--- src/common/swdt_consts.vh ---
// constants for the system watchdog timer
`ifndef SWDT_CONSTS_VH
`define SWDT_CONSTS_VH
`define SWDT_TMO_W        8
`define SWDT_TMO_RST      8'h00
`define SWDT_CLK_HZ       25000000
`define SWDT_UNIT_SEC_MS  1000
`define SWDT_UNIT_MIN_MS  60000
`define SWDT_UNIT_SEC_CYC (`SWDT_CLK_HZ / 1000 * `SWDT_UNIT_SEC_MS)
`define SWDT_UNIT_MIN_CYC (`SWDT_CLK_HZ / 1000 * `SWDT_UNIT_MIN_MS)
`define SWDT_PRE_W        32
`define SWDT_ACT_RESET    1'b0
`define SWDT_ACT_NMI      1'b1
`define SWDT_RST_PULSE    16
`endif

--- src/rtl/swdt_tick.v ---
// time-base prescaler producing one tick per count unit
`default_nettype none
module swdt_tick #(
    parameter PRE_W   = 32,
    parameter SEC_CYC = 25000000,
    parameter MIN_CYC = 1500000000
) (
    input  wire             clk_i,
    input  wire             sys_rst_i,
    input  wire             ce_i,
    input  wire             restart_i,
    input  wire             unit_min_i,
    output reg              tick_o
);
    reg  [PRE_W-1:0] cnt;
    wire [PRE_W-1:0] lim;

    // terminal counts, cut to the prescaler width
    localparam integer SEC_LIM = SEC_CYC - 1;
    localparam integer MIN_LIM = MIN_CYC - 1;

    // terminal count from the unit selection
    assign lim = unit_min_i ? MIN_LIM[PRE_W-1:0] : SEC_LIM[PRE_W-1:0];

    // free count, cleared on restart
    always @(posedge clk_i)
    begin
        if (sys_rst_i)
        begin
            cnt    <= {PRE_W{1'b0}};
            tick_o <= 1'b0;
        end
        else if (ce_i)
        begin
            if (restart_i || cnt >= lim)
            begin
                cnt    <= {PRE_W{1'b0}};
                tick_o <= ~restart_i;
            end
            else
            begin
                cnt    <= cnt + 1'b1;
                tick_o <= 1'b0;
            end
        end
    end
endmodule
`default_nettype wire

--- src/rtl/swdt_top.v ---
// system watchdog timer: load, countdown and expiry action
// Functional notes
// - nonzero load outside the fire phase arms and starts countdown
// - counter reaching zero triggers expiry action
// - zero load disables and suppresses expiry
// - expiry gives cold reset or nmi
// - stored unit selection sets count step
`include "swdt_consts.vh"
`default_nettype none
module swdt_top #(
    parameter TMO_W     = `SWDT_TMO_W,
    parameter PRE_W     = `SWDT_PRE_W,
    parameter SEC_CYC   = `SWDT_UNIT_SEC_CYC,
    parameter MIN_CYC   = `SWDT_UNIT_MIN_CYC,
    parameter RST_PULSE = `SWDT_RST_PULSE
) (
    input  wire             clk_i,
    input  wire             sys_rst_i,
    input  wire             ce_i,
    input  wire             load_i,
    input  wire [TMO_W-1:0] tmo_i,
    input  wire             unit_min_i,
    input  wire             act_nmi_i,
    output reg              armed_o,
    output reg  [TMO_W-1:0] count_o,
    output reg              cold_rst_o,
    output reg              nmi_o,
    output reg              expired_o
);
    localparam ST_IDLE = 2'b00;
    localparam ST_RUN  = 2'b01;
    localparam ST_FIRE = 2'b10;

    reg  [1:0]       state;
    reg  [1:0]       next_state;
    reg              unit_min;
    reg              act_nmi;
    reg  [7:0]       pulse_cnt;
    wire             tick;
    wire             restart;
    wire             take;
    wire             step;
    wire             fire_next;
    wire             fire_start;

    // a load is taken anywhere but in the fire phase; loads
    // arriving while the expiry action runs are dropped
    assign take    = load_i && (state != ST_FIRE);

    // a taken load also restarts the time base, so a refresh
    // always buys a full count unit before the next step
    assign restart = take;

    // one count step per time-base tick while running
    assign step    = (state == ST_RUN) && tick && (count_o != {TMO_W{1'b0}});

    // fire phase entered or held on the coming edge
    assign fire_next  = (next_state == ST_FIRE);

    // last run cycle, fire phase entered on the coming edge
    assign fire_start = (state == ST_RUN) && fire_next;

    swdt_tick #(
        .PRE_W   (PRE_W),
        .SEC_CYC (SEC_CYC),
        .MIN_CYC (MIN_CYC)
    ) i_swdt_tick (
        .clk_i      (clk_i),
        .sys_rst_i  (sys_rst_i),
        .ce_i       (ce_i),
        .restart_i  (restart),
        .unit_min_i (unit_min),
        .tick_o     (tick)
    );

    // next state
    always @*
    begin
        next_state = state;
        case (state)
            ST_IDLE:
            begin
                if (load_i && tmo_i != {TMO_W{1'b0}})
                    next_state = ST_RUN;
            end
            ST_RUN:
            begin
                if (load_i)
                    next_state = (tmo_i == {TMO_W{1'b0}}) ? ST_IDLE : ST_RUN;
                else if (tick && count_o == {{(TMO_W-1){1'b0}}, 1'b1})
                    next_state = ST_FIRE;
            end
            ST_FIRE:
            begin
                if (pulse_cnt == RST_PULSE[7:0] - 8'h01)
                    next_state = ST_IDLE;
            end
            default:
                next_state = ST_IDLE;
        endcase
    end

    // state register
    always @(posedge clk_i)
    begin
        if (sys_rst_i)
        begin
            state <= ST_IDLE;
        end
        else if (ce_i)
        begin
            state <= next_state;
        end
    end

    // unit and action selection, stored at each taken load
    always @(posedge clk_i)
    begin
        if (sys_rst_i)
        begin
            unit_min <= 1'b0;
            act_nmi  <= `SWDT_ACT_RESET;
        end
        else if (ce_i && take)
        begin
            unit_min <= unit_min_i;
            act_nmi  <= act_nmi_i;
        end
    end

    // remaining count: a load restarts it, each tick steps it down
    always @(posedge clk_i)
    begin
        if (sys_rst_i)
        begin
            count_o <= `SWDT_TMO_RST;
        end
        else if (ce_i)
        begin
            if (take)
            begin
                count_o <= tmo_i;
            end
            else if (step)
            begin
                count_o <= count_o - 1'b1;
            end
        end
    end

    // armed while the countdown runs
    always @(posedge clk_i)
    begin
        if (sys_rst_i)
        begin
            armed_o <= 1'b0;
        end
        else if (ce_i)
        begin
            armed_o <= (next_state == ST_RUN);
        end
    end

    // one-cycle marker on the run-to-fire step
    always @(posedge clk_i)
    begin
        if (sys_rst_i)
        begin
            expired_o <= 1'b0;
        end
        else if (ce_i)
        begin
            expired_o <= fire_start;
        end
    end

    // cold reset held for the whole fire phase
    always @(posedge clk_i)
    begin
        if (sys_rst_i)
        begin
            cold_rst_o <= 1'b0;
        end
        else if (ce_i)
        begin
            cold_rst_o <= fire_next && (act_nmi == `SWDT_ACT_RESET);
        end
    end

    // nmi only on the first fire cycle
    always @(posedge clk_i)
    begin
        if (sys_rst_i)
        begin
            nmi_o <= 1'b0;
        end
        else if (ce_i)
        begin
            nmi_o <= fire_start && (act_nmi == `SWDT_ACT_NMI);
        end
    end

    // fire phase length counter
    always @(posedge clk_i)
    begin
        if (sys_rst_i)
        begin
            pulse_cnt <= 8'h00;
        end
        else if (ce_i)
        begin
            if (fire_next && state == ST_FIRE)
            begin
                pulse_cnt <= pulse_cnt + 8'h01;
            end
            else
            begin
                pulse_cnt <= 8'h00;
            end
        end
    end
endmodule
`default_nettype wire
--- config.mk ---
export PLATFORM = sky130hd
export DESIGN_NAME = swdt_top
export DESIGN_NICKNAME = d
export VERILOG_FILES = /design/src/rtl/swdt_tick.v /design/src/rtl/swdt_top.v
export VERILOG_INCLUDE_DIRS = /design/src /design/src/common
export SDC_FILE = /design/constraint.sdc
export NUM_CORES = 1
export LEC_CHECK = 0
export BUFFER_PORTS_ARGS = -buffer_cell sky130_fd_sc_hd__buf_2
export CAP_MARGIN = 20
export CORE_MARGIN = 5
export CORE_UTILIZATION = 54
export DETAILED_ROUTE_END_ITERATION = 10
export GPL_TIMING_DRIVEN = 0
export PLACE_DENSITY = 0.84
export SLEW_MARGIN = 40
export SYNTH_ARGS = -nofsm -noshare
export SYNTH_HDL_FRONTEND = slang
export SYNTH_SLANG_ARGS = --single-unit
export TNS_END_PERCENT = 10
--- constraint.sdc ---
create_clock -name clk_i -period 2.2 [get_ports clk_i]
set_input_delay 0 -clock clk_i [delete_from_list [all_inputs] [get_ports clk_i]]
set_output_delay 0 -clock clk_i [all_outputs]
set_load 0.005 [all_outputs]
==> metrics.md, run 1 <==
| Metric | Value |
|---|---|
| Fin. Hold Viols | `0` |
| Outcome | `complete, but fails checks` |
| Power Dens Cells | `565 nW/um^2` |
| Post-synthesis adder-cell area fraction | `0.0654` |
| Iteration-0 DRC Markers | `345` |
| CP required | `2.40 ns` |
| Mapped Nets | `443` |
| Async SR Flop Fraction | `0` |
| Area Overhead vs Synth | `18.9%` |
| WS Path Type | `register to register` |
| R2R Setup Slk | `-0.23 ns` |
| Min-delay src | `tmo_i[4]` |
| Slack of the critical path | `-0.230 ns` |
| First drt pass iteration count | `5` |
| H-tree depth | `3` |
| Worst-path cell chain | `inv_8 > ha_4 > nor4bb_4 > nand4_1 > or4_1 > buf_6 > a21oi_4 > buf_6 > nor3_1` |
| Top delay family on crit path | `simple AND/OR/NAND/NOR gates` |
| Initial antenna violation count | `0` |
| Fmax | `0.412 GHz` |
| First-pass GRT wire length | `15.1 mm` |
| Full die area | `7670 sq um` |
| Dpl ws | `-0.410 ns` |
| Multiplexer share of the synthesized area | `0` |
| Failing checks | `setup timing` |
| Remaining Overflow, GRT | `0` |
| P_leak | `1.34 nW` |
| Height of the die | `87.6 microns` |
| CTS tree | `built` |
| Post-synth top area cell | `dfxtp_1` |
| Synth top cells by count | `dfxtp_1, nand2_1, nor2_1` |
| Clock slew at reported path FFs | `0.07 ns` |
| GP Congestion | `0.970` |
| Cts bufs inserted | `9` |
| Via count | `3374` |
| Crit path max fanout | `7` |
| Setup_tns | `-5.61 ns` |
| DRC | `0` |
| Startpoint Class | `register` |
| Skew final | `0.00989 ns` |
| Clock sink total | `57` |
| GRT Total Usage | `0.249` |
| Cell row count | `28` |
| Worst path slowest cell | `or4_1` |
| Number of global-route vias before repair | `3260` |
| End point of the critical path | `i_swdt_tick.cnt[20]` |
| Vias per cell | `6.27` |
| Count leader, synth | `dfxtp_1` |
| Reg-to-reg endpoint | `i_swdt_tick.cnt[20]` |
| Number of routed nets with antenna violations | `0` |
| Tmin final | `2.43 ns` |
| Port Buf Inserts | `25` |
| Post-synth EDFFs | `0` |
| Post-synthesis simple-gate area fraction | `0.312` |
| Mapped Avg Cell Area | `7.89 sq um` |
| Max incr delay on CP | `0.45 ns` |
| Mapped Cells | `412` |
| Xor/xnor share of the synthesized area | `0.0593` |
| Layout net count | `489` |
| Maxcap violations | `0` |
| R2r startpoint | `unit_min` |
| Post-synthesis sequential area ratio | `0.351` |
| Crit path launch | `unit_min` |
| Final WL | `8.86 mm` |
| Drt wl/cell | `16.5 microns` |
| Number of diodes | `0` |
| Worst VDD drop | `418 uV` |
| Yosys top cell area share | `0.351` |
| Finished layout cell area | `3860 sq um` |
| Worst slew pin tran | `0.583 ns` |
| Largest net degree at the start of global routing | `11` |
| Post-detail-place hpwl | `5.95 mm` |
| Chip width | `87.6 microns` |
| Final Cycle Share | `1.10` |
| Root Driver | `clkbuf_8` |
| Largest family of logic cells by synthesized area | `simple AND/OR/NAND/NOR gates` |
| Worst-skew pair later-pin latency | `0.34 ns` |
| RSZ-0062 raised after global routing | `yes` |
| Total core area | `5890 sq um` |
| Crit path capture type | `register` |
| Worst Path Buf+Inv | `3` |
| Reg2reg path depth | `9` |
| Layout cell share with drive strength beyond 1 | `0.156` |
| IO Pins | `26` |
| Hold Path Class | `primary input to register` |
| Final Core Density | `0.657` |
| Top area cells in the synthesized netlist | `dfxtp_1, ha_1, nor3_1` |
| Yosys cell types | `54` |
| Main flop type after synthesis | `dfxtp_1` |
| Clock Path Buffers | `2` |
| Worst path depth | `9` |
| Compound-cell area share of the yosys netlist | `0.165` |
| Slew headroom | `0.607` |
| Cell repeated most along the worst path | `buf_6` |
| Synthesized cell area | `3250 sq um` |
| Worst endpoint data arrival time | `2.63 ns` |
| Setup violations, final | `33` |
| Placed Area | `3510 sq um` |
| Seq cells post-synth | `57` |
| Syn. warnings | `0` |
| Initial Utilization | `0.552` |
| Final Max Tran Viols | `0` |
==> registers in the layout, indices dropped and copies added (netlist names) <==
register / count
state: 2
count_o: 8
act_nmi: 1
nmi_o: 1
i_swdt_tick.tick_o: 1
cold_rst_o: 1
unit_min: 1
armed_o: 1
i_swdt_tick.cnt: 32
pulse_cnt: 8
expired_o: 1
==> where the power goes <==
group / internal (W) / switching [W] / leakage, nW / total [W]
clock network: 0.000465 / 0.000424 / 0.0932 / 0.000889
registers: 0.00105 / 0.0000191 / 0.462 / 0.00107
logic: 0.0000889 / 0.000141 / 0.783 / 0.000230
total: 0.00160 / 0.000583 / 1.34 / 0.00218
==> placed cells by master (no fill, tap or decap), types with 3 or more instances in the layout <==
cell type / instances
or3_1: 3
o21ai_1: 3
clkinv_2: 3
ha_1: 12
o21ai_0: 10
nand2_1: 39
a21boi_0: 4
buf_6: 4
and3_1: 6
clkbuf_8: 11
a21oi_1: 22
a31oi_1: 9
xnor2_1: 16
and2_1: 4
dlygate4sd3_1: 3
clkbuf_1: 17
buf_2: 25
nand4_1: 23
ha_4: 5
nor2_1: 35
buf_4: 9
inv_1: 12
a22oi_1: 4
nor4_1: 10
o21a_1: 4
nand3_1: 29
xor2_1: 6
nor3_1: 29
dfxtp_1: 56
o2111ai_1: 4
==> logic make-up (layout without fill, tap and decap cells) <==
kind of cell | count (synthesis) | in the layout
flip-flops | 57 | 57
adder cells (fa/ha/maj) | 17 | 17
XOR/XNOR | 22 | 22
AO/OA/AOI/OAI | 80 | 80
AND/OR/NAND/NOR | 200 | 200
buffers and inverters | 36 | 87
==> stage by stage <==
stage,power [W],hold WS [ns],std cells
final,0.00218,0.0402,538
after detailed placement,0.00129,0.288,512
after global placement,0.00128,0.281,512
after floorplan,0.00122,0.153,412
after global routing,0.00226,0.0866,538
after CTS,0.00218,0.0409,538
==> metal layers <==
| layer | GRT usage | part of all wire | wire length (microns) |
|---|---|---|---|
| met4 | 0.117 | 0.034 | 300 |
| met1 | 0.311 | 0.43 | 3800 |
| met3 | 0.0593 | 0.072 | 636 |
| met2 | 0.406 | 0.46 | 4120 |
| met5 | 0 | 0 | 0 |
==> layout make-up <==
type	count	area [sq um]
multi-input cells	319	2060
clock buffers	13	159
clock inverters	3	15.0
flip-flops and latches	57	1140
fillers	501	2020
inverters	13	56.3
well taps	75	93.8
repair buffers	35	215
plain buffers	23	119
==> worst min path at each step <==
stage	cells past startpoint	slack, ns	endpoint
6_report	5	0.04	count_o[4]
5_1_grt	3	0.09	count_o[7]
4_1_cts	5	0.04	count_o[4]
3_5_place_dp	3	0.29	act_nmi
3_3_place_gp	3	0.28	act_nmi
2_1_floorplan	2	0.15	unit_min
==> worst reg2reg max path: stages, from the launching register on <==
cell      delay, ns
dfxtp_4        0.40
inv_8          0.07
ha_4           0.26
nor4bb_4       0.31
nand4_1        0.19
or4_1          0.45
buf_6          0.16
a21oi_4        0.22
buf_6          0.17
nor3_1         0.05
==> repair_timing <==
item                                    in CTS  in global routing
hold endpoints to repair                     3                  0
cloned                                       1                  0
pin swaps                                   12                  3
hold buffers                                 3                  0
endpoints found under the setup margin      33                 42
gates resized for setup                     19                  2
setup buffers                                6                  0
Note: power is estimated with default switching activity, not from simulation.
==> inputs of run 2 (changes only) <==
--- a/config.mk
+++ b/config.mk
@@ -9,10 +9,11 @@
 export BUFFER_PORTS_ARGS = -buffer_cell sky130_fd_sc_hd__buf_2
 export CAP_MARGIN = 20
 export CORE_MARGIN = 5
-export CORE_UTILIZATION = 54
+export CORE_UTILIZATION = 50
 export DETAILED_ROUTE_END_ITERATION = 10
 export GPL_TIMING_DRIVEN = 0
-export PLACE_DENSITY = 0.84
+export PLACE_DENSITY = 0.79
+export RECOVER_POWER = 50
 export SLEW_MARGIN = 40
 export SYNTH_ARGS = -nofsm -noshare
 export SYNTH_HDL_FRONTEND = slang
==> metrics.md, run 2 (same netlist as run 1, synthesis figures left out) <==
| Metric | Value |
|---|---|
| Placed Area | `3510 sq um` |
| R2r startpoint | `unit_min` |
| Fin. Hold Viols | `0` |
| RSZ-0062 raised after global routing | `yes` |
| Final WL | `8.63 mm` |
| Iteration-0 DRC Markers | `282` |
| Final Core Density | `0.614` |
| WS Path Type | `register to register` |
| Final Cycle Share | `1.10` |
| Area Overhead vs Synth | `19.9%` |
| Final Max Tran Viols | `0` |
| R2R Setup Slk | `-0.21 ns` |
| Clock slew at reported path FFs | `0.07 ns` |
| End point of the critical path | `i_swdt_tick.cnt[31]` |
| Crit path launch | `unit_min` |
| Initial antenna violation count | `0` |
| Biggest register | `i_swdt_tick.cnt` |
| Cell row count | `29` |
| P_leak | `1.33 nW` |
| Number of global-route vias before repair | `3086` |
| H-tree depth | `3` |
| CP required | `2.41 ns` |
| Layout net count | `488` |
| First-pass GRT wire length | `14.5 mm` |
| Number of diodes | `0` |
| Initial Utilization | `0.512` |
| Reg2reg path depth | `10` |
| Reg-to-reg endpoint | `i_swdt_tick.cnt[31]` |
| Setup violations, final | `33` |
| Worst endpoint data arrival time | `2.62 ns` |
| Drt wl/cell | `16.0 microns` |
| Vias per cell | `6.11` |
| Top Registers | `i_swdt_tick.cnt (32), count_o (8), pulse_cnt (8)` |
| Chip width | `90.6 microns` |
| Hold Path Class | `primary input to register` |
| Crit path capture type | `register` |
| GRT Total Usage | `0.210` |
| Worst slew pin tran | `0.657 ns` |
| Number of routed nets with antenna violations | `0` |
| Most frequent cells in the layout | `dfxtp_1, nand2_1, nor2_1` |
| Clock Path Buffers | `2` |
| DRC | `0` |
| Layout cell share with drive strength beyond 1 | `0.143` |
| Cts bufs inserted | `9` |
| Outcome | `complete, but fails checks` |
| Placed Instances | `514` |
| GP Congestion | `0.863` |
| Finished layout cell area | `3900 sq um` |
| Non-filler cells, final | `539` |
| Root Driver | `clkbuf_8` |
| Skew final | `0.0105 ns` |
| Slack of the critical path | `-0.212 ns` |
| Slew headroom | `0.558` |
| Worst-skew pair later-pin latency | `0.35 ns` |
| Clock sink total | `57` |
| Power Dens Cells | `636 nW/um^2` |
| Via count | `3291` |
| Largest net degree at the start of global routing | `12` |
| Fmax | `0.415 GHz` |
| Worst VDD drop | `607 uV` |
| Full die area | `8210 sq um` |
| Min-delay src | `tmo_i[3]` |
| Height of the die | `90.6 microns` |
| Port Buf Inserts | `25` |
| Startpoint Class | `register` |
| Post-detail-place hpwl | `5.92 mm` |
| First drt pass iteration count | `4` |
| Max reg flops | `32` |
| Maxcap violations | `0` |
| IO Pins | `26` |
| Crit path max fanout | `10` |
| Total Power | `0.00248 W` |
| Tmin final | `2.41 ns` |
| Hold slack | `0.0261 ns` |
| CTS tree | `built` |
| Failing checks | `setup timing` |
| Commonest non-fill, non-tap cell in the layout | `dfxtp_1` |
| Fill cells | `568` |
| Total core area | `6350 sq um` |
| Remaining Overflow, GRT | `0` |
-- run 2: changes by cell type in the layout (fill, tap and decap cells not counted), moves of 2 or more --
| cell | change |
|---|---|
| a21oi_1 | -2 |
| a21oi_2 | +2 |
| buf_2 | -5 |
| bufinv_16 | +2 |
| clkbuf_1 | +3 |
| clkinv_2 | -3 |
| clkinv_4 | +2 |
| ha_1 | +2 |
| ha_4 | -2 |
| nor3_1 | +2 |
| nor3_2 | -2 |
| o21ai_1 | -2 |
-- run 2: layout make-up --
type	instances	area, sq um	share of cell area
sequential	57	1140	0.294
tap	77	96.3	0.0247
inverter	13	53.8	0.0138
buffer	23	116	0.0299
clock buffer	11	163	0.0417
timing repair buffer	34	196	0.0504
multi-input combinational	319	2040	0.524
clock inverter	5	85.1	0.0218
-- run 2: worst min path at each step --
| stage | end | slack, ns | cells after the start |
|---|---|---|---|
| 2_1_floorplan | unit_min | 0.15 | 2 |
| 3_3_place_gp | act_nmi | 0.28 | 3 |
| 3_5_place_dp | act_nmi | 0.28 | 3 |
| 4_1_cts | count_o[4] | 0.02 | 5 |
| 5_1_grt | count_o[6] | 0.05 | 3 |
| 6_report | count_o[3] | 0.03 | 5 |
-- run 2: power breakdown --
| part | switching [W] | leakage [nW] | internal, W |
|---|---|---|---|
| registers | 0.0000191 | 0.462 | 0.00105 |
| clock network | 0.000454 | 0.121 | 0.000741 |
| logic | 0.000136 | 0.746 | 0.0000812 |
-- run 2: per-layer routing --
layer  track usage  part of all wire  vias up
li1              -                 -     1608
met1         0.268              0.44     1551
met2         0.344              0.48      113
met3        0.0550             0.054       19
met4        0.0658             0.019        0
met5             0                 0        -
-- run 2: metrics by stage --
| step | setup WS, ns | TNS (ns) |
|---|---|---|
| 2_1_floorplan | -0.0568 | -0.566 |
| 4_1_cts | -0.166 | -4.78 |
| 5_1_grt | -0.299 | -8.71 |
| 6_report | -0.212 | -5.83 |
| 3_3_place_gp | -0.361 | -7.83 |
| 3_5_place_dp | -0.396 | -8.82 |
-- run 2: repair_timing --
item,4_1_cts,5_1_grt
endpoints found under the hold margin,3,0
pin swaps,2,3
buffers inserted,4,2
resized for setup,6,12
cloned,0,0
endpoints found under the setup margin,33,41
hold buffers,3,0
-- run 2: critical path: stages, from the launching register on --
cell and delay, ns:
dfxtp_4 0.40, inv_6 0.07, ha_4 0.28, nand2_1 0.07
nor4_2 0.23, a211oi_2 0.11, or4_1 0.54, buf_6 0.16
a21oi_4 0.19, buf_6 0.17, nor3_1 0.05
==> inputs of run 3 (changes only) <==
==> constraint.sdc (replaced) <==
create_clock -name clk_i -period 2 [get_ports clk_i]
set_input_delay 0 -clock clk_i [delete_from_list [all_inputs] [get_ports clk_i]]
set_output_delay 0 -clock clk_i [all_outputs]
set_load 0.005 [all_outputs]
==> metrics.md, run 3 (same netlist as run 1, synthesis figures left out) <==
| Metric | Value |
|---|---|
| Worst-skew pair later-pin latency | `0.35 ns` |
| Cell row count | `29` |
| Worst slew pin tran | `0.650 ns` |
| Area Overhead vs Synth | `20.7%` |
| Setup violations, final | `33` |
| Placed Area | `3510 sq um` |
| Final Core Density | `0.618` |
| Fin. Hold Viols | `0` |
| Number of diodes | `0` |
| Crit path capture type | `register` |
| CP required | `2.21 ns` |
| Height of the die | `90.6 microns` |
| Sw power | `0.000670 W` |
| Port Buf Inserts | `25` |
| Clock slew at reported path FFs | `0.07 ns` |
| Cts bufs inserted | `9` |
| Power share of the clock group | `0.481` |
| Layout net count | `488` |
| Outcome | `complete, but fails checks` |
| Initial Utilization | `0.512` |
| Post-detail-place hpwl | `5.92 mm` |
| Startpoint Class | `register` |
| Fmax | `0.415 GHz` |
| Number of routed nets with antenna violations | `0` |
| Vias per cell | `6.14` |
| Hold slack | `0.0314 ns` |
| CTS tree | `built` |
| P_leak | `1.33 nW` |
| First drt pass iteration count | `4` |
| Number of global-route vias before repair | `3086` |
| Final WL | `8.56 mm` |
| DRC | `0` |
| GRT Total Usage | `0.210` |
| Slew headroom | `0.562` |
| Crit path max fanout | `10` |
| Worst VDD drop | `668 uV` |
| Chip width | `90.6 microns` |
| Drt wl/cell | `15.9 microns` |
| Top Registers | `i_swdt_tick.cnt (32), count_o (8), pulse_cnt (8)` |
| Clock Path Buffers | `2` |
| Remaining Overflow, GRT | `0` |
| Most frequent cells in the layout | `dfxtp_1, nand2_1, nor2_1` |
| Sequential power share | `0.430` |
| Skew final | `0.00916 ns` |
| Max reg flops | `32` |
| Switching Fraction | `0.246` |
| RSZ-0062 raised after global routing | `yes` |
| Via count | `3309` |
| Total Power | `0.00273 W` |
| Hold Path Class | `primary input to register` |
| Slack of the critical path | `-0.410 ns` |
| Failing checks | `setup timing` |
| Cell Int Power | `0.00206 W` |
| Finished layout cell area | `3920 sq um` |
| Largest net degree at the start of global routing | `12` |
| Worst endpoint data arrival time | `2.62 ns` |
| Root Driver | `clkbuf_8` |
| WS Path Type | `register to register` |
| Share of total power in combinational logic | `0.089` |
| Biggest register | `i_swdt_tick.cnt` |
| Dpl ws | `-0.596 ns` |
| Initial antenna violation count | `0` |
| Commonest non-fill, non-tap cell in the layout | `dfxtp_1` |
| Clock sink total | `57` |
| Tmin final | `2.41 ns` |
| Final Max Tran Viols | `0` |
| Layout cell share with drive strength beyond 1 | `0.149` |
| Total core area | `6350 sq um` |
| First-pass GRT wire length | `14.5 mm` |
| Iteration-0 DRC Markers | `261` |
| H-tree depth | `3` |
| GP Congestion | `0.863` |
| Full die area | `8210 sq um` |
| Maxcap violations | `0` |
| Final Cycle Share | `1.21` |
| Power Dens Cells | `695 nW/um^2` |
| IO Pins | `26` |
==> run 3: timing repair <==
action,CTS,global route
hold buffers,3,0
hold endpoints to repair,3,0
endpoints found under the setup margin,40,45
pin swaps,2,3
gates resized for setup,7,17
setup buffers,4,2
==> run 3: per-stage QoR <==
step,setup TNS (ns),cells
finish,-12.41,539
floorplan,-5.95,412
detailed placement,-15.45,514
CTS,-11.38,537
global placement,-14.49,514
global route,-15.05,539
==> run 3: path summary, 6_finish.rpt <==
| check | start | end | slack, ns | cells past startpoint |
|---|---|---|---|---|
| setup reg to reg | unit_min | i_swdt_tick.cnt[31] | -0.41 | 10 |
| setup / recovery | unit_min | i_swdt_tick.cnt[31] | -0.41 | 10 |
| hold / removal | tmo_i[4] | count_o[4] | 0.03 | 5 |
| hold reg to reg | armed_o | armed_o | 0.46 | 1 |
==> run 3: power by group through the flow <==
stage / combinational [W] / clock [W] / sequential [W]
floorplan: 0.000142 / 0 / 0.00120
global placement: 0.000215 / 0 / 0.00120
detailed placement: 0.000220 / 0 / 0.00120
CTS: 0.000234 / 0.00134 / 0.00117
global route: 0.000267 / 0.00139 / 0.00118
finish: 0.000243 / 0.00131 / 0.00117
==> run 3: final cells by class <==
type / instances / area (sq um)
Fill cell: 565 / 2430
Multi-Input combinational cell: 319 / 2060
Sequential cell: 57 / 1140
Timing Repair Buffer: 34 / 196
Clock buffer: 11 / 163
Buffer: 23 / 119
Tap cell: 77 / 96.3
Clock inverter: 5 / 85.1
Inverter: 13 / 56.3
==> run 3: metal layers <==
| metal | vias to the layer above | routed length, microns | track usage |
|---|---|---|---|
| met3 | 15 | 501 | 0.0550 |
| met2 | 104 | 4050 | 0.344 |
| met5 | - | 0 | 0 |
| li1 | 1614 | - | - |
| met1 | 1576 | 3860 | 0.268 |
| met4 | 0 | 136 | 0.0658 |
==> run 3: worst max-delay path, stage by stage, from the launching register on <==
cell,delay [ns]
dfxtp_4,0.41
inv_8,0.07
ha_4,0.27
nand2_1,0.07
nor4_2,0.23
a211oi_2,0.11
or4_1,0.54
buf_6,0.16
a21oi_4,0.19
buf_6,0.17
nor3_1,0.05
